[src/include/ifts_pkg.sv]
// Package with constants, types and register map of the interval flag timer.
package ifts_pkg;

    // ****************************************************************
    // Clock and interval timing
    // ****************************************************************
    localparam int unsigned CLK_HZ        = 10_000_000;
    localparam int unsigned MS_PER_S      = 1000;
    localparam int unsigned PERIOD_MS_10  = 100;
    localparam int unsigned PERIOD_MS_20  = 50;
    localparam int unsigned PERIOD_MS_50  = 20;
    localparam int unsigned PERIOD_MS_100 = 10;
    // Half a period in clock cycles, since each train toggles twice per period.
    localparam int unsigned HALF_10  = CLK_HZ / MS_PER_S * PERIOD_MS_10 / 2;
    localparam int unsigned HALF_20  = CLK_HZ / MS_PER_S * PERIOD_MS_20 / 2;
    localparam int unsigned HALF_50  = CLK_HZ / MS_PER_S * PERIOD_MS_50 / 2;
    localparam int unsigned HALF_100 = CLK_HZ / MS_PER_S * PERIOD_MS_100 / 2;
    localparam int unsigned CNT_W    = 20;
    localparam int unsigned NUM_TR   = 4;
    // Phase step between trains, far below the shortest period.
    localparam logic [CNT_W-1:0] PHASE_STEP = 20'h00010;

    // ****************************************************************
    // Register map
    // ****************************************************************
    localparam int unsigned AW = 8;
    localparam int unsigned DW = 4;
    localparam logic [AW-1:0] ADDR_DELAY  = 8'h06;
    localparam logic [AW-1:0] ADDR_CARRY  = 8'h17;
    localparam logic [AW-1:0] ADDR_SELECT = 8'h18;
    localparam logic [AW-1:0] ADDR_STATUS = 8'h20;
    localparam logic [AW-1:0] ADDR_MASK   = 8'h21;
    localparam logic [DW-1:0] DATA_ZERO   = 4'h0;
    localparam logic [1:0]    SEL_RESET   = 2'h0;
    localparam logic [DW-1:0] DELAY_RESET = 4'h0;
    localparam logic [15:0]   START_ADDR  = 16'h0000;

    // ****************************************************************
    // Types
    // ****************************************************************
    typedef enum logic [1:0]
    {
        SEL_10HZ  = 2'b00,
        SEL_20HZ  = 2'b01,
        SEL_50HZ  = 2'b10,
        SEL_100HZ = 2'b11
    } ifts_sel_t;

    typedef enum logic [1:0]
    {
        CE_IDLE = 2'b00,
        CE_WAIT = 2'b01,
        CE_FIRE = 2'b10
    } ifts_ce_state_t;

    typedef enum logic [0:0]
    {
        POR_HOLD = 1'b0,
        POR_RUN  = 1'b1
    } ifts_por_state_t;

    // Interrupt sources; status and mask share this layout.
    typedef struct packed
    {
        logic [1:0] spare;
        logic       ceReset;
        logic       flagSet;
    } ifts_evt_t;

endpackage

[src/core/ifts_train_gen.sv]
// Four free-running interval pulse trains divided from the clock.
`timescale 1ns/1ps

module ifts_train_gen
#(
    parameter logic [ifts_pkg::NUM_TR-1:0][ifts_pkg::CNT_W-1:0] HALF = '0
)
(
    input  wire logic                        ref_clk,
    input  wire logic                        rst,
    output logic     [ifts_pkg::NUM_TR-1:0]  trains
);

    // ****************************************************************
    // One divider per train
    // ****************************************************************
    genvar i;
    generate
        for (i = 0; i < ifts_pkg::NUM_TR; i++)
        begin : g_train
            logic [ifts_pkg::CNT_W-1:0] cnt_r;
            logic                       lvl_r;

            // Trains never restart each other; a preload skews their phases.
            always_ff @(posedge ref_clk or posedge rst)
            begin
                if (rst)
                begin
                    cnt_r <= ifts_pkg::CNT_W'(i) * ifts_pkg::PHASE_STEP;
                    lvl_r <= 1'b0;
                end
                else if (cnt_r >= HALF[i] - 1'b1)
                begin
                    cnt_r <= '0;
                    lvl_r <= ~lvl_r;
                end
                else
                begin
                    cnt_r <= cnt_r + 1'b1;
                end
            end

            assign trains[i] = lvl_r;
        end
    endgenerate

endmodule

[src/core/ifts_timer.sv]
// Interval timer with read-to-clear carry flag and pin-triggered reset sync.
`timescale 1ns/1ps

// Overview of operation
// - Four independent trains; select only picks one.
// - Selected train rising sets flag; falling keeps it.
// - Trains skewed in phase; reselection may set early.
// - Flag cleared at power-on, armed by first read or pin reset.
// - Reading flag returns it and clears it.
// - Pin reset waits for selected rising edge after delay count.
// - Pin reset sets flag and pulses processor reset.
// - Power-on start at 0000H on 10 Hz rise.
// - Reset-delay carry counter at address 06H.
// - Trains divided down from system clock.
// - Flag reads one after clock stop instruction.
// - Coincident set beats read; a read defers pin reset to next edge.
module ifts_timer
#(
    parameter logic [ifts_pkg::CNT_W-1:0] HALF_CYC_10  = ifts_pkg::CNT_W'(ifts_pkg::HALF_10),
    parameter logic [ifts_pkg::CNT_W-1:0] HALF_CYC_20  = ifts_pkg::CNT_W'(ifts_pkg::HALF_20),
    parameter logic [ifts_pkg::CNT_W-1:0] HALF_CYC_50  = ifts_pkg::CNT_W'(ifts_pkg::HALF_50),
    parameter logic [ifts_pkg::CNT_W-1:0] HALF_CYC_100 = ifts_pkg::CNT_W'(ifts_pkg::HALF_100)
)
(
    input  wire logic                        ref_clk,
    input  wire logic                        rst,
    input  wire logic [ifts_pkg::AW-1:0]     regAddr,
    input  wire logic [ifts_pkg::DW-1:0]     regWdata,
    input  wire logic                        regWr,
    input  wire logic                        regRd,
    output logic      [ifts_pkg::DW-1:0]     regRdata,
    input  wire logic                        standbyRelease,
    input  wire logic                        clockStopExec,
    output logic                             cpuResetHold,
    output logic      [15:0]                 startAddr,
    output logic                             irq
);

    // ****************************************************************
    // Declarations
    // ****************************************************************
    logic [ifts_pkg::NUM_TR-1:0]    trains;
    logic [1:0]                     select_r;
    logic                           selPrev_r;
    logic                           tenPrev_r;
    logic                           selNow;
    logic                           selRise;
    logic                           tenRise;
    logic                           carry_r;
    logic                           armed_r;
    logic                           pinPrev_r;
    logic                           pinRise;
    logic [ifts_pkg::DW-1:0]        delayLoad_r;
    logic [ifts_pkg::DW-1:0]        delayCnt_r;
    ifts_pkg::ifts_ce_state_t       ceState_r;
    ifts_pkg::ifts_ce_state_t       ceState_nxt;
    ifts_pkg::ifts_por_state_t      porState_r;
    logic                           ceFire;
    logic                           rdCarry;
    logic                           setEdge;
    ifts_pkg::ifts_evt_t            status_r;
    ifts_pkg::ifts_evt_t            mask_r;
    ifts_pkg::ifts_evt_t            events;
    ifts_pkg::ifts_evt_t            wrClear;
    logic                           cpuResetHold_r;
    logic [ifts_pkg::DW-1:0]        regRdata_r;
    logic [ifts_pkg::DW-1:0]        rdValue;

    // ****************************************************************
    // Helpers
    // ****************************************************************
    function automatic logic trainOf
    (
        input logic [ifts_pkg::NUM_TR-1:0] tr,
        input logic [1:0]                  sel
    );
        logic bit_v;
        bit_v = 1'b0;
        case (sel)
            ifts_pkg::SEL_10HZ:  bit_v = tr[0];
            ifts_pkg::SEL_20HZ:  bit_v = tr[1];
            ifts_pkg::SEL_50HZ:  bit_v = tr[2];
            default:             bit_v = tr[3];
        endcase
        return bit_v;
    endfunction

    // ****************************************************************
    // Pulse trains
    // ****************************************************************
    ifts_train_gen
    #(
        .HALF ({HALF_CYC_100, HALF_CYC_50, HALF_CYC_20, HALF_CYC_10})
    )
    u_trains
    (
        .ref_clk (ref_clk),
        .rst     (rst),
        .trains  (trains)
    );

    // The mux output is edge-detected, so a reselection from a low train to a
    // high train counts as a rising edge, while one that lands low does not.
    assign selNow  = trainOf(trains, select_r);
    assign selRise = selNow & ~selPrev_r;
    assign tenRise = trainOf(trains, ifts_pkg::SEL_10HZ) & ~tenPrev_r;

    always_ff @(posedge ref_clk or posedge rst)
    begin
        if (rst)
        begin
            selPrev_r <= 1'b0;
            tenPrev_r <= 1'b0;
        end
        else
        begin
            selPrev_r <= selNow;
            tenPrev_r <= trainOf(trains, ifts_pkg::SEL_10HZ);
        end
    end

    // ****************************************************************
    // Register decode
    // ****************************************************************
    assign rdCarry = regRd && (regAddr == ifts_pkg::ADDR_CARRY);

    always_ff @(posedge ref_clk or posedge rst)
    begin
        if (rst)
        begin
            select_r    <= ifts_pkg::SEL_RESET;
            delayLoad_r <= ifts_pkg::DELAY_RESET;
            mask_r      <= '0;
        end
        else if (regWr)
        begin
            if (regAddr == ifts_pkg::ADDR_SELECT)
            begin
                select_r <= regWdata[1:0];
            end
            else if (regAddr == ifts_pkg::ADDR_DELAY)
            begin
                delayLoad_r <= regWdata;
            end
            else if (regAddr == ifts_pkg::ADDR_MASK)
            begin
                mask_r <= regWdata;
            end
        end
    end

    always_comb
    begin
        rdValue = ifts_pkg::DATA_ZERO;
        if (regAddr == ifts_pkg::ADDR_CARRY)
        begin
            rdValue = {3'h0, carry_r};
        end
        else if (regAddr == ifts_pkg::ADDR_SELECT)
        begin
            rdValue = {2'h0, select_r};
        end
        else if (regAddr == ifts_pkg::ADDR_DELAY)
        begin
            rdValue = delayCnt_r;
        end
        else if (regAddr == ifts_pkg::ADDR_STATUS)
        begin
            rdValue = status_r;
        end
        else if (regAddr == ifts_pkg::ADDR_MASK)
        begin
            rdValue = mask_r;
        end
    end

    // Read data stand only in the cycle after the strobe.
    always_ff @(posedge ref_clk or posedge rst)
    begin
        if (rst)
        begin
            regRdata_r <= ifts_pkg::DATA_ZERO;
        end
        else if (regRd)
        begin
            regRdata_r <= rdValue;
        end
        else
        begin
            regRdata_r <= ifts_pkg::DATA_ZERO;
        end
    end

    assign regRdata = regRdata_r;

    // ****************************************************************
    // Carry flag
    // ****************************************************************
    // Until the first read the interval edges leave the flag clear, which lets software tell
    // a power-on start from a pin-triggered one.
    assign setEdge = armed_r & selRise;

    always_ff @(posedge ref_clk or posedge rst)
    begin
        if (rst)
        begin
            armed_r <= 1'b0;
        end
        else if (rdCarry || ceFire)
        begin
            armed_r <= 1'b1;
        end
    end

    // A set in the cycle of a read wins; the read still returns the old value.
    always_ff @(posedge ref_clk or posedge rst)
    begin
        if (rst)
        begin
            carry_r <= 1'b0;
        end
        else if (ceFire || clockStopExec)
        begin
            carry_r <= 1'b1;
        end
        else if (setEdge)
        begin
            carry_r <= 1'b1;
        end
        else if (rdCarry)
        begin
            carry_r <= 1'b0;
        end
    end

    // ****************************************************************
    // Pin-triggered reset
    // ****************************************************************
    assign pinRise = standbyRelease & ~pinPrev_r;

    // A read on the deciding edge defers the reset to the next edge, so a
    // poll loop locked to the interval can hold the reset off forever.
    assign ceFire = (ceState_r == ifts_pkg::CE_WAIT) && selRise && !rdCarry
                    && (delayCnt_r == ifts_pkg::DELAY_RESET);

    always_comb
    begin
        ceState_nxt = ceState_r;
        case (ceState_r)
            ifts_pkg::CE_IDLE:
            begin
                if (pinRise)
                begin
                    ceState_nxt = ifts_pkg::CE_WAIT;
                end
            end
            ifts_pkg::CE_WAIT:
            begin
                if (ceFire)
                begin
                    ceState_nxt = ifts_pkg::CE_FIRE;
                end
            end
            default:
            begin
                ceState_nxt = ifts_pkg::CE_IDLE;
            end
        endcase
    end

    always_ff @(posedge ref_clk or posedge rst)
    begin
        if (rst)
        begin
            ceState_r <= ifts_pkg::CE_IDLE;
            pinPrev_r <= 1'b0;
        end
        else
        begin
            ceState_r <= ceState_nxt;
            pinPrev_r <= standbyRelease;
        end
    end

    // The delay counter loads on the pin edge and counts selected rises.
    always_ff @(posedge ref_clk or posedge rst)
    begin
        if (rst)
        begin
            delayCnt_r <= ifts_pkg::DELAY_RESET;
        end
        else if (ceState_r == ifts_pkg::CE_IDLE && pinRise)
        begin
            delayCnt_r <= delayLoad_r;
        end
        else if (ceState_r == ifts_pkg::CE_WAIT && selRise && !rdCarry
                 && delayCnt_r != ifts_pkg::DELAY_RESET)
        begin
            delayCnt_r <= delayCnt_r - 1'b1;
        end
    end

    // ****************************************************************
    // Processor start control
    // ****************************************************************
    always_ff @(posedge ref_clk or posedge rst)
    begin
        if (rst)
        begin
            porState_r <= ifts_pkg::POR_HOLD;
        end
        else if (porState_r == ifts_pkg::POR_HOLD && tenRise)
        begin
            porState_r <= ifts_pkg::POR_RUN;
        end
    end

    // The processor is held until the first 10 Hz rise after power-on and
    // pulsed for one cycle when the pin-triggered reset fires.
    always_ff @(posedge ref_clk or posedge rst)
    begin
        if (rst)
        begin
            cpuResetHold_r <= 1'b1;
        end
        else if (ceFire)
        begin
            cpuResetHold_r <= 1'b1;
        end
        else if (porState_r == ifts_pkg::POR_HOLD)
        begin
            cpuResetHold_r <= ~tenRise;
        end
        else
        begin
            cpuResetHold_r <= 1'b0;
        end
    end

    assign cpuResetHold = cpuResetHold_r;
    assign startAddr    = ifts_pkg::START_ADDR;

    // ****************************************************************
    // Interrupts
    // ****************************************************************
    always_comb
    begin
        events         = '0;
        events.flagSet = setEdge;
        events.ceReset = ceFire;
        wrClear        = '0;
        if (regWr && regAddr == ifts_pkg::ADDR_STATUS)
        begin
            wrClear = regWdata;
        end
    end

    // Sticky bits: a new event wins over a write-one clear in the same cycle.
    always_ff @(posedge ref_clk or posedge rst)
    begin
        if (rst)
        begin
            status_r <= '0;
        end
        else
        begin
            status_r <= (status_r & ~wrClear) | events;
        end
    end

    assign irq = |(status_r & mask_r);

endmodule

[config.mk]
export PLATFORM = sky130hd
export DESIGN_NAME = ifts_timer
export DESIGN_NICKNAME = d
export VERILOG_FILES = /design/src/include/ifts_pkg.sv /design/src/core/ifts_train_gen.sv /design/src/core/ifts_timer.sv
export SDC_FILE = /design/constraint.sdc
export NUM_CORES = 1
export LEC_CHECK = 0
export CORE_MARGIN = 4
export CORE_UTILIZATION = 60
export DETAILED_ROUTE_END_ITERATION = 10
export DONT_BUFFER_PORTS = 1
export PLACE_DENSITY = 0.76
export SYNTH_ARGS = -nofsm -noshare
export SYNTH_HDL_FRONTEND = slang
export SYNTH_SLANG_ARGS = --single-unit
[constraint.sdc]
create_clock -name ref_clk -period 7.9 [get_ports ref_clk]
set_input_delay 1.58 -clock ref_clk [delete_from_list [all_inputs] [get_ports ref_clk]]
set_output_delay 1.58 -clock ref_clk [all_outputs]
set_load 0.02 [all_outputs]
# --- Word level (Yosys, flattened, before mapping) ---
# Index checks and enable logic that the tools add are counted.
op_classes:
  n_eq_ne: 10
  order_cmp: 4
  n_reduce_logical: 22
  add_sub_neg: 5
  n_mux: 22
  bitwise_logic: 19
ops:
  columns: ["operator", "count"]
  rows:
  - ["$add A20 B1 Y20 const B", 4]
  - ["$mux W20", 4]
  - ["$mux W4", 9]
  - ["$ge A20 B16 Y1 const B", 1]
  - ["$ge A20 B17 Y1 const B", 1]
  - ["$ge A20 B18 Y1 const B", 1]
  - ["$ge A20 B19 Y1 const B", 1]
  - ["$eq A8 B5 Y1 const B", 2]
  - ["$eq A8 B6 Y1 const B", 2]
  - ["$not A1 Y1", 11]
  - ["$and A4 B4 Y4", 2]
  - ["$eq A8 B3 Y1 const B", 1]
  - ["$logic_and A1 B1 Y1", 8]
  - ["$mux W1", 5]
  - ["$and A1 B1 Y1", 4]
  - ["$eq A2 B1 Y1 const B", 2]
  - ["$logic_not A2 Y1", 2]
  - ["$logic_not A4 Y1", 1]
  - ["$mux W2", 2]
  - ["$ne A2 B2 Y1 const B", 2]
  - ["$not A4 Y4", 1]
  - ["$or A4 B2 Y4", 1]
  - ["$pmux W2 S2", 1]
  - ["$reduce_and A2 Y1", 2]
  - ["other kinds (11)", 12]
word_totals:
  elab_cells: 108
  reg_bits: 115
  out_inout_bits: 22

# --- Logic depth before layout (Yosys ltp) ---
# Gate-level depths: netlist (run 1).
depth:
  depth_word: 8
  depth_mapped: 8
  mapped_depth_nobuf: 7

# --- Hierarchy ---
# Synthesis (run 1) repeated with hierarchy kept, for this count alone.
unflattened:
  cells_unflattened: 522
  area_unflattened_um2: 5437.7
by_module_without_submodules:
  columns: ["module", "cells_per_inst", "area_per_inst_um2", "seq_area_each_um2", "instances"]
  rows:
  - ["ifts_train_gen", 370, 3798.6, 2107.0, 1]
  - ["ifts_timer", 152, 1639.1, 777.0, 1]

# --- Worst setup path after synthesis (run 1) ---
# Ideal clock, no wire load.
synth_path:
  path_kind: "input-to-reg"
  startpoint: "in regAddr[3] (netlist name)"
  endpoint: "reg mask_r[0] (netlist name)"
  t_arrival_ns: 2.973
  path_stages: 4
  setup_ns: 0.125
  path_buffers: 0
  setup_slack_ns: 4.803
  required_ns: 7.775
  path_cell_list: "or4_4 -> nor4b_1 -> nand3_1 -> mux2_2"
synth_via:
  elab_chain_len: 3
synth_rtl:
  columns: ["element", "line", "source"]
  rows:
  - ["start, declared", "ifts_timer.sv:27", "input wire logic [ifts_pkg::AW-1:0] regAddr,"]
  - ["$eq A8 B3 Y1 or $eq A8 B5 Y1 (tied branches)", "ifts_timer.sv:141, ifts_timer.sv:137", null]
  - ["$not A1 Y1 (no line)", null, null]
  - ["$reduce_and A4 Y1 (no line) (*)", null, null]
  - ["end signal, assigned", "ifts_timer.sv:147", "mask_r <= regWdata;"]
  - ["end, declared", "ifts_timer.sv:62", "ifts_pkg::ifts_evt_t mask_r;"]
# Mark *: on every way between the ends. The rest lies on a longest branch, timed or not.
# A chain may end at the register's enable or synchronous reset.

# --- Final worst setup path (run 1) ---
layout_path:
  startpoint: "reg mask_r[1] (netlist name)"
  endpoint: "out irq"
layout_via:
  elab_chain_len: 2
layout_rtl:
  columns: ["element", "line", "source"]
  rows:
  - ["$and A4 B4 Y4", "ifts_timer.sv:371", "assign irq = |(status_r & mask_r);"]
  - ["$reduce_or A4 Y1", "ifts_timer.sv:371", null]
  - ["end, declared", "ifts_timer.sv:36", "output logic irq"]
# No other way between the ends.

==> results.tsv, run 1 <==
stage	metric	value	unit
clock_tree	post-CTS repair timing setup buffer count	0	
synthesis	register bit count reported by yosys	115	
synthesis	post-synthesis cell type with the largest combined area	dfrtp_1	
detailed_routing	ANT nets after route	0	
setup_path	sequence of cells on the critical path	a22oi_1 > nand2_1	
synthesis	Avg Inst Size Synth	10.5	um2
timing	worst clock skew	0.00765	ns
grt	final global-route overflow total	0	
min_path	Cells on Worst Hold Path	1	
timing	unrepaired setup endpoints after global routing	no	
timing	Tcrit/Tclk final	36.8	%
finish	antenna diode count	0	
power_and_ir_drop	LEAKAGE	0.00256	uW
finish	commonest cells after routing, fill and taps aside	dfrtp_1 (110), nor2_1 (85), nand2_1 (42)	
clock_tree	number of buffers inserted by hold repair at cts	0	
grt	number of antenna violations at the first check in global routing	0	
finish	most common library cell in the layout ignoring fill and taps	dfrtp_1	
synthesis	part of the Yosys area used for sequential elements	54.1	%
detailed_routing	number of remaining DRC errors	0	
timing	measured slew at the worst slew-check pin	1.08	ns
timing	max-slew violations	0	
synthesis	top area cells in the synthesized netlist	dfrtp_1 (52%), xor2_1 (6.7%), nor2_1 (6.0%)	
finish	Final nets	554	
floorplan	I/O pin count	40	
power_and_ir_drop	Final Total Pwr	1480	uW
synthesis	Post-synth EDFFs	0	
synthesis	netlist area before placement	5330	um2
synthesis	Top FF cell, synth	dfrtp_1	
clock_tree	Skew-Pair Late Insertion Delay	0.51	ns
clock_tree	largest buffer count on any clock path	2	
power_and_ir_drop	power per cell area	248	nW/um2
placement	HPWL Detailed	6220	um
synthesis	fraction of registers with async set/reset	100	%
detailed_routing	Post-Route WL	9470	um
clock_tree	CTS resizes	0	
setup_path	Worst Reg-to-Reg Cells	6	
floorplan	die span in y	102	um
clock_tree	H-Tree Level Count	4	
timing	Fmax	344	MHz
synthesis	count of warnings emitted by yosys	0	
setup_path	flop-to-flop setup slack	5.76	ns
clock_tree	clock tree from TritonCTS	done	
detailed_routing	Iter 0 DRT Violations	176	
min_path	kind of path behind the tightest hold check	reg2reg	
clock_tree	clock tree root buffer cell	clkbuf_8	
setup_path	critical path capture point type	output port	
floorplan	Die Wd	102	um
floorplan	row count	34	
detailed_routing	Routed wire per std cell	14.5	um
timing	max_slew headroom	26.7	%
synthesis	cell count after synthesis	509	
setup_path	startpoint of the lowest-slack register-to-register path	u_trains.g_train[0].cnt_r[0]$_DFF_PP0_	
setup_path	Worst Path Class, Setup	reg2out	
detailed_routing	router iterations before antenna repair	4	
setup_path	startpoint type of the worst setup path	register	
detailed_routing	via density per instance	5.62	
clock_tree	sink count of the clock tree	115	
grt	overall routing resource usage	19.7	%
timing	post-route setup TNS	0	ns
finish	fraction of final layout cells sized beyond drive strength 1	11.4	%
timing	number of hold-slack violations in the final timing report	0	
setup_path	capture point of the worst reg-to-reg path	u_trains.g_train[0].lvl_r$_DFFE_PP0N_	
setup_path	Critical path buffers and inverters	0	
clock_tree	CTS clock-pin slew for the worst setup and hold paths	0.06	ns
setup_path	highest-delay cell along the critical path	dfrtp_1	
setup_path	data arrival time of the worst path	1.33	ns
floorplan	die area	10500	um2
min_path	start point of the worst min-delay path	porState_r$_DFFE_PP0P_	
setup_path	largest delay contributor family on the critical path	flip-flops	
setup_path	Worst EP required	6.32	ns
min_path	destination of the worst hold path	porState_r$_DFFE_PP0P_	
detailed_routing	total number of vias	3662	
run_status	run status	finished clean	
placement	quantity of I/O buffers inserted on ports	0	
timing	Final min period	2.91	ns
floorplan	Floorplan Core Area	8680	um2
clock_tree	CTS buffer count	17	
run	number of max-cap violations	0	
grt	global-route wire length before repair	16100	um
grt	pin count of the biggest net entering global routing	60	
placement	GPL Wtd Cong	0.926	
synthesis	post-synth top area share	51.6	%
floorplan	Initial Util	61.4	%
setup_path	Max stage delay on crit path	0.40	ns
power_and_ir_drop	Max VDD drop	0.000134	V
setup_path	top fanout value on the critical path	3	
timing	setup violation total in the final timing report	0	
synthesis	Cell variety after synth	54	
finish	area added between synthesis and finish	11.9	%
grt	number of global-route vias before repair	3575	
-- worst reg2reg max path, stage by stage, from the launching register on --
cell and delay (ns):
dfrtp_1 0.40, ha_1 0.25, and4_1 0.23, nor4_1 0.20
o21ai_0 0.17, a41o_1 0.50, xor2_1 0.23
-- layer usage --
| layer | share of wire (%) | up-vias | routed length, um | GRT usage (%) |
|---|---|---|---|---|
| li1 | - | 1767 | - | - |
| met1 | 44 | 1778 | 4220 | 25.6 |
| met2 | 49 | 97 | 4650 | 31.2 |
| met3 | 4.9 | 20 | 468 | 6.76 |
| met4 | 1.5 | 0 | 138 | 6.56 |
| met5 | 0 | - | 0 | 0 |
-- area by class of cell --
class	count	area, um2
fillers	642	2710
well taps	108	135
clock buffers	18	428
clock inverters	14	115
flip-flops and latches	115	2880
repair buffers	2	15.0
inverters	17	66.3
multi-input cells	378	2320
-- registers in the layout, summed over array words and instances, names as in the netlist --
signal	flops
selPrev_r	1
select_r	2
pinPrev_r	1
delayLoad_r	4
carry_r	1
cpuResetHold	1
tenPrev_r	1
ceState_r	2
delayCnt_r	4
u_trains.g_train.cnt_r	80
armed_r	1
porState_r	1
u_trains.g_train.lvl_r	4
mask_r	4
regRdata	4
status_r	4
-- worst max path at each step --
stage                     startpoint                     to  slack, ns  cells past startpoint
6_report       mask_r[1]$_DFFE_PP0P_                    irq       4.99                      2
3_5_place_dp              regAddr[3]  mask_r[1]$_DFFE_PP0P_       4.61                      4
4_1_cts        mask_r[1]$_DFFE_PP0P_                    irq       4.98                      2
3_3_place_gp              regAddr[3]  mask_r[2]$_DFFE_PP0P_       4.70                      4
2_1_floorplan                    rst    armed_r$_DFFE_PP0P_       3.28                      1
5_1_grt        mask_r[1]$_DFFE_PP0P_                    irq       4.92                      2
-- stage by stage --
step	setup WS, ns	cells	hold slack, ns	utilization [%]	instance area (um2)
floorplan	3.28	534	0.407	-	5430
global placement	4.70	620	0.448	62.5	5430
detailed placement	4.61	620	0.445	62.5	5430
CTS	4.98	652	0.459	68.8	5970
global route	4.92	652	0.480	68.8	5970
finish	4.99	652	0.454	68.8	5970
-- cells in the mapped netlist, types with 2 or more instances --
library cell    n
ha_1            5
a31oi_1         2
dfrtp_1       110
a22oi_1         5
nand4b_1        2
nand3_1        26
buf_4          16
o21ai_0         9
buf_2           2
or4_1           2
a21o_1          4
a21boi_0        2
and3_1         12
a221oi_1        2
nand2_1        42
nor2_1         85
inv_1          17
xnor2_1        24
xor2_1         41
mux2_2         14
clkbuf_1        6
nor3_1          8
nor4_1          9
dfstp_2         5
nand4_1        13
nand3b_1        2
and4_1          4
a311o_1         2
a21oi_1         3
or4b_2          2
nor4b_1         4
or3_1           6
o41ai_1         2
-- power by group --
| group | switching (uW) | internal [uW] | leakage, uW |
|---|---|---|---|
| logic | 71.9 | 50.2 | 0.000783 |
| clock network | 265 | 421 | 0.000270 |
| registers | 38.0 | 632 | 0.00151 |
| total | 375 | 1100 | 0.00256 |
-- logic make-up after synthesis --
kind of cell	synth area share [%]
xor+xnor	10.7
simple gates	20.9
fa+ha+maj	1.17
mux	3.38
buf+inv	4.06
other cells	0.0703
compound gates	5.68
flops	54.1
Note: power is estimated with default switching activity, not from simulation.
==> run 2: changes to the inputs <==
--- a/config.mk
+++ b/config.mk
@@ -5,6 +5,7 @@
 export SDC_FILE = /design/constraint.sdc
 export NUM_CORES = 1
 export LEC_CHECK = 0
+export ABC_AREA = 1
 export CORE_MARGIN = 4
 export CORE_UTILIZATION = 60
 export DETAILED_ROUTE_END_ITERATION = 10
==> constraint.sdc (replaced) <==
create_clock -name ref_clk -period 2.9 [get_ports ref_clk]
set_input_delay 0.58 -clock ref_clk [delete_from_list [all_inputs] [get_ports ref_clk]]
set_output_delay 0.58 -clock ref_clk [all_outputs]
set_load 0.02 [all_outputs]
==> results.tsv, run 2 <==
stage	metric	value	unit	change
run_status	run status	finished clean		
grt	overall routing resource usage	22.2	%	+2.5 points
finish	number of filler instances in the final layout	808		+26%
synthesis	count of warnings emitted by yosys	0		unchanged
timing	Tcrit/Tclk final	71.6	%	
clock_tree	H-Tree Level Count	4		unchanged
placement	quantity of I/O buffers inserted on ports	0		unchanged
timing	number of hold-slack violations in the final timing report	0		unchanged
timing	unrepaired setup endpoints after global routing	no		
finish	area added between synthesis and finish	12.2	%	
timing	max_slew headroom	42.4	%	+16 points
finish	non-filler cells, final	928		+42%
timing	final critical-path setup slack	0.823	ns	-4.17 ns
run	number of max-cap violations	0		unchanged
clock_tree	largest buffer count on any clock path	2		unchanged
setup_path	startpoint type of the worst setup path	register		
floorplan	die span in y	109	um	+6.2%
finish	antenna diode count	0		unchanged
synthesis	netlist area before placement	6080	um2	+14%
floorplan	Floorplan Core Area	9820	um2	+13%
synthesis	post-synth top area share	45.3	%	-6.3 points
setup_path	Worst Path Class, Setup	reg2reg		
placement	GPL Wtd Cong	0.919		-0.77%
detailed_routing	ANT nets after route	0		unchanged
detailed_routing	sum of met2 wire segment lengths after detailed routing	5790	um	+24%
timing	worst clock skew	0.00660	ns	-0.00105 ns
grt	number of global-route vias before repair	4831		+35%
power_and_ir_drop	LEAKAGE	0.00315	uW	+23%
grt	pin count of the biggest net entering global routing	116		+93%
detailed_routing	Iter 0 DRT Violations	352		+100%
clock_tree	CTS buffer count	17		unchanged
timing	post-route setup TNS	0	ns	unchanged
timing	max-slew violations	0		unchanged
detailed_routing	via density per instance	5.19		-7.6%
placement	HPWL Detailed	7950	um	+28%
clock_tree	CTS clock-pin slew for the worst setup and hold paths	0.06	ns	about the same
detailed_routing	Max Used Layer	met4		
finish	most common library cell in the layout ignoring fill and taps	nand2_1		
synthesis	Avg Inst Size Synth	8.01	um2	-24%
placement	number of placed instances, taps included	896		+45%
grt	global-route wire length before repair	20700	um	+29%
timing	Fmax	481	MHz	
clock_tree	clock tree from TritonCTS	done		
setup_path	critical path capture point type	register		
setup_path	top fanout value on the critical path	20		+17
clock_tree	clock tree root buffer cell	clkbuf_8		
power_and_ir_drop	Max VDD drop	0.000550	V	+310%
clock_tree	post-CTS repair timing setup buffer count	0		unchanged
finish	fraction of final layout cells sized beyond drive strength 1	10.4	%	-0.96 points
synthesis	cell with the most instances after synthesis	nand2_1		
synthesis	most common library cells after synthesis	nand2_1 (146), nor2_1 (123), inv_1 (111)		
synthesis	Top FF cell, synth	dfrtp_1		
clock_tree	number of buffers inserted by hold repair at cts	0		unchanged
finish	flip-flop count of the largest register, all copies and words added	80		unchanged
synthesis	top area cells in the synthesized netlist	dfrtp_1 (45%), nand2_1 (9.0%), nor2_1 (7.6%)		
grt	number of antenna violations at the first check in global routing	0		unchanged
detailed_routing	number of remaining DRC errors	0		unchanged
grt	final global-route overflow total	0		unchanged
finish	footprint of the multi-input gates	2690	um2	+16%
timing	setup violation total in the final timing report	0		unchanged
synthesis	Cell variety after synth	39		-28%
synthesis	part of the Yosys area used for sequential elements	47.5	%	-6.6 points
detailed_routing	router iterations before antenna repair	5		+1
synthesis	cell count after synthesis	759		+49%
timing	Final min period	2.08	ns	
detailed_routing	Post-Route WL	11600	um	+23%
synthesis	post-synthesis cell type with the largest combined area	dfrtp_1		
floorplan	Die Wd	109	um	+6.2%
floorplan	row count	36		+5.9%
synthesis	register bit count reported by yosys	115		unchanged
setup_path	data arrival time of the worst path	2.50	ns	+1.17 ns
finish	commonest cells after routing, fill and taps aside	nand2_1 (146), nor2_1 (123), inv_1 (110), dfrtp_1 (110), nand3_1 (59)		
detailed_routing	met1 layer wirelength in the final routing	5070	um	+20%
clock_tree	CTS resizes	0		unchanged
clock_tree	Skew-Pair Late Insertion Delay	0.52	ns	about the same
placement	minimum setup slack after placement	0.855	ns	-3.75 ns
power_and_ir_drop	power per cell area	634	nW/um2	+160%
min_path	kind of path behind the tightest hold check	in2async		
setup_path	Worst EP required	3.32	ns	-3.00 ns
floorplan	I/O pin count	40		unchanged
finish	top register by number of flip-flops	u_trains.g_train.cnt_r		
detailed_routing	total number of vias	4814		+31%
finish	register area	2880	um2	unchanged
power_and_ir_drop	Final Total Pwr	4330	uW	+190%
finish	Final nets	805		+45%
detailed_routing	Routed wire per std cell	12.5	um	-14%
synthesis	fraction of registers with async set/reset	100	%	unchanged
synthesis	Post-synth EDFFs	0		unchanged
detailed_routing	wire length on met3	538	um	+15%
timing	measured slew at the worst slew-check pin	0.861	ns	-0.223 ns
floorplan	die area	11800	um2	+13%
floorplan	Initial Util	61.9	%	+0.46 points
clock_tree	sink count of the clock tree	115		unchanged
-- run 2: changes by cell type after synthesis, moves of 11 or more --
| cell | before | now |
|---|---|---|
| and3_1 | 12 | 1 |
| inv_1 | 17 | 111 |
| mux2_2 | 14 | 1 |
| nand2_1 | 42 | 146 |
| nand3_1 | 26 | 59 |
| nor2_1 | 85 | 123 |
| nor2_2 | 0 | 16 |
| nor3_1 | 8 | 22 |
| nor3_2 | 0 | 12 |
| o21ai_0 | 9 | 23 |
| xnor2_1 | 24 | 10 |
| xor2_1 | 41 | 29 |
-- run 2: power breakdown --
group	leakage (uW)	internal, uW	switching (uW)	total, uW
combinational	0.00135	129	244	373
clock	0.000302	1490	706	2190
sequential	0.00150	1690	67.9	1760
-- run 2: logic make-up after synthesis --
family                     after synthesis  share of synthesized area (%)
AOI/OAI and AO/OA                       44                           3.95
adders and majority gates                5                           1.03
DFF                                    115                           47.5
and+or+nand+nor                        417                           31.7
buffers and inverters                  136                           9.84
other                                    1                         0.0617
muxes                                    2                          0.350
xor gates and xnor gates                39                           5.62
-- run 2: final cells by class --
cell class	count	share of cell area, %
Sequential cell	115	42.3
Multi-Input combinational cell	533	39.4
Clock buffer	24	7.04
Inverter	114	6.33
Tap cell	133	2.44
Clock inverter	8	2.18
Timing Repair Buffer	1	0.294
-- run 2: critical path, stage by stage (launching register included) --
cell and delay (ns):
dfrtp_1 0.40, ha_1 0.25, nand3_1 0.16, inv_1 0.11, nand3_1 0.11, nand3_1 0.60
a21oi_1 0.34
-- run 2: per-layer routing --
metal,up-vias,global-route usage [%]
met4,0,8.75
met3,22,5.15
li1,2393,-
met1,2277,27.5
met5,-,0
met2,122,37.8
-- run 2: worst paths after layout --
kind | from | endpoint | slack, ns | depth (start not counted)
worst min-delay path | rst | u_trains.g_train[1].cnt_r[14]$_DFF_PP0_ | 0.05 | 2
max in group asynchronous | rst | u_trains.g_train[3].cnt_r[6]$_DFF_PP0_ | 2.32 | 2
worst max register to register | u_trains.g_train[0].cnt_r[0]$_DFF_PP0_ | u_trains.g_train[0].cnt_r[18]$_DFF_PP0_ | 0.82 | 6
worst min register to register | tenPrev_r$_DFF_PP0_ | porState_r$_DFFE_PP0P_ | 0.45 | 1
min in group ref_clk | standbyRelease | pinPrev_r$_DFF_PP0_ | 0.08 | 0
worst max-delay path | u_trains.g_train[0].cnt_r[0]$_DFF_PP0_ | u_trains.g_train[0].cnt_r[18]$_DFF_PP0_ | 0.82 | 6
-- run 2: through the flow --
step / utilization [%] / instance area [um2] / hold slack (ns)
after floorplan: - / 6170 / 0.394
after global placement: 63.0 / 6190 / 0.440
after detailed placement: 63.0 / 6190 / 0.450
after CTS: 69.5 / 6820 / 0.0657
after global routing: 69.5 / 6820 / 0.0550
final: 69.5 / 6820 / 0.0507
==> run 3: changes to the inputs <==
==> constraint.sdc (replaced) <==
create_clock -name ref_clk -period 2.15 [get_ports ref_clk]
set_input_delay 0.43 -clock ref_clk [delete_from_list [all_inputs] [get_ports ref_clk]]
set_output_delay 0.43 -clock ref_clk [all_outputs]
set_load 0.02 [all_outputs]
==> results.tsv, run 3 (synthesis gave the netlist of run 2 again) <==
stage	metric	value	unit	change
timing	Tcrit/Tclk final	78.1	%	
grt	pin count of the biggest net entering global routing	47		-59%
run	number of max-cap violations	0		unchanged
power_and_ir_drop	part of the total power dissipated in sequential elements	42.9	%	+2.2 points
setup_path	data arrival time of the worst path	1.25	ns	-1.25 ns
grt	overall routing resource usage	22.1	%	-0.096 points
floorplan	Initial Util	61.9	%	unchanged
detailed_routing	ANT nets after route	0		unchanged
min_path	kind of path behind the tightest hold check	in2reg		
finish	top register by number of flip-flops	u_trains.g_train.cnt_r		
placement	GPL Wtd Cong	0.872		-5.1%
setup_path	sequence of cells on the critical path	nand2_1 > nand4_1		
clock_tree	CTS buffer count	17		unchanged
setup_path	startpoint type of the worst setup path	register		
finish	most common library cell in the layout ignoring fill and taps	nand2_1		
grt	number of antenna violations at the first check in global routing	0		unchanged
timing	measured slew at the worst slew-check pin	0.511	ns	-0.350 ns
timing	number of hold-slack violations in the final timing report	0		unchanged
detailed_routing	total number of vias	4820		+0.12%
timing	unrepaired setup endpoints after global routing	no		
floorplan	Floorplan Core Area	9820	um2	unchanged
power_and_ir_drop	Max VDD drop	0.000592	V	+7.7%
clock_tree	clock tree root buffer cell	clkbuf_8		
setup_path	top fanout value on the critical path	3		-85%
run_status	run status	finished clean		
detailed_routing	Post-Route WL	11800	um	+1.4%
power_and_ir_drop	net switching power	1420	uW	+40%
setup_path	critical path depth	2		-4
grt	final global-route overflow total	0		unchanged
setup_path	largest delay contributor family on the critical path	flip-flops		
timing	max-slew violations	0		unchanged
power_and_ir_drop	share of total power in the clock network	47.7	%	-3.0 points
clock_tree	H-Tree Level Count	4		unchanged
grt	global-route wire length before repair	20700	um	-0.27%
timing	worst clock skew	0.00644	ns	-0.000159 ns
power_and_ir_drop	internal portion of total power	4120	uW	+25%
floorplan	I/O pin count	40		unchanged
power_and_ir_drop	power per cell area	813	nW/um2	+28%
power_and_ir_drop	switching portion of total power	25.7	%	+2.2 points
timing	setup violation total in the final timing report	0		unchanged
finish	flip-flop count of the largest register, all copies and words added	80		unchanged
setup_path	Worst Reg-to-Reg Cells	8		+2
setup_path	critical path capture point type	output port		
detailed_routing	via density per instance	5.16		-0.52%
grt	number of global-route vias before repair	4867		+0.75%
setup_path	highest-delay cell along the critical path	dfrtp_1		
timing	Fmax	596	MHz	
finish	fraction of final layout cells sized beyond drive strength 1	11.2	%	+0.80 points
min_path	Cells on Worst Hold Path	2		
placement	placed cell area	6230	um2	+0.69%
timing	max_slew headroom	65.8	%	+23 points
setup_path	Worst EP required	1.72	ns	-1.60 ns
floorplan	row count	36		unchanged
detailed_routing	router iterations before antenna repair	5		unchanged
clock_tree	largest buffer count on any clock path	2		unchanged
timing	post-route setup TNS	0	ns	unchanged
floorplan	die area	11800	um2	unchanged
placement	quantity of I/O buffers inserted on ports	0		unchanged
timing	Fin Hold WS	0.0643	ns	+0.0136 ns
clock_tree	Skew-Pair Late Insertion Delay	0.52	ns	about the same
power_and_ir_drop	LEAKAGE	0.00316	uW	+0.22%
setup_path	Worst Path Class, Setup	reg2out		
finish	commonest cells after routing, fill and taps aside	nand2_1 (146), nor2_1 (123), inv_1 (110), dfrtp_1 (110), nand3_1 (59)		
finish	antenna diode count	0		unchanged
finish	Final nets	811		+0.75%
floorplan	Die Wd	109	um	unchanged
setup_path	Max stage delay on crit path	0.40	ns	-0.20 ns
finish	area added between synthesis and finish	12.3	%	about the same
power_and_ir_drop	fraction of power consumed by combinational cells	9.4	%	+0.8 points
detailed_routing	Routed wire per std cell	12.6	um	+0.70%
clock_tree	clock tree from TritonCTS	done		
finish	end-of-flow core utilization	69.5	%	about the same
setup_path	Critical path buffers and inverters	0		-1
clock_tree	sink count of the clock tree	115		unchanged
finish	cell area after layout	6830	um2	about the same
placement	HPWL Detailed	8250	um	+3.8%
floorplan	die span in y	109	um	unchanged
clock_tree	CTS clock-pin slew for the worst setup and hold paths	0.06	ns	about the same
detailed_routing	Iter 0 DRT Violations	270		-23%
detailed_routing	number of remaining DRC errors	0		unchanged
timing	Final min period	1.68	ns	
power_and_ir_drop	Final Total Pwr	5550	uW	+28%
==> run 3: area by class of cell <==
| type | count | area, um2 |
|---|---|---|
| Fill cell | 787 | 2990 |
| Clock buffer | 21 | 469 |
| Multi-Input combinational cell | 533 | 2690 |
| Timing Repair Buffer | 7 | 82.6 |
| Inverter | 114 | 432 |
| Sequential cell | 115 | 2880 |
| Tap cell | 133 | 166 |
| Clock inverter | 11 | 103 |
==> run 3: power by group through the flow <==
stage,registers (uW),logic (uW),clock network [uW]
finish,2380,519,2650
global route,2400,601,2800
CTS,2380,524,2690
detailed placement,2420,508,0
global placement,2410,491,0
floorplan,2390,439,0
==> run 3: worst reg2reg max path: cells and delay by family, from the launching register on <==
family                     cells  cell delay (ns)
and+or+nand+nor                5             0.52
DFF                            1             0.39
buffers and inverters          2             0.32
adders and majority gates      1             0.25
==> run 3: stage by stage <==
stage	setup slack, ns	cells
2_1_floorplan	0.325	784
3_3_place_gp	0.614	900
3_5_place_dp	0.551	900
4_1_cts	0.457	934
5_1_grt	0.366	934
6_report	0.471	934
==> run 3: timing repair <==
| item | CTS | global route |
|---|---|---|
| hold buffers | 2 | 0 |
| gates resized for setup | 0 | 0 |
| endpoints found under the hold margin | 13 | 0 |
| buffers inserted | 0 | 0 |
==> run 3: per-layer routing <==
| metal | share of wire [%] | global-route usage [%] | vias up |
|---|---|---|---|
| met5 | 0 | 0 | - |
| met4 | 2.4 | 9.74 | 0 |
| met3 | 4.2 | 5.27 | 33 |
| met2 | 50 | 38.2 | 110 |
| met1 | 43 | 26.3 | 2263 |
| li1 | - | - | 2414 |
==> run 3: path summary, 6_finish.rpt <==
kind | from | end | slack [ns]
setup reg to reg | u_trains.g_train[0].cnt_r[0]$_DFF_PP0_ | u_trains.g_train[0].lvl_r$_DFFE_PP0N_ | 0.54
setup / recovery | status_r[0]$_DFF_PP0_ | irq | 0.47
min in group asynchronous | rst | u_trains.g_train[1].cnt_r[13]$_DFF_PP0_ | 0.39
hold reg to reg | u_trains.g_train[0].lvl_r$_DFFE_PP0N_ | tenPrev_r$_DFF_PP0_ | 0.45
hold / removal | regWdata[0] | select_r[0]$_DFFE_PP0P_ | 0.06
max in group asynchronous | rst | u_trains.g_train[3].cnt_r[4]$_DFF_PP1_ | 1.16
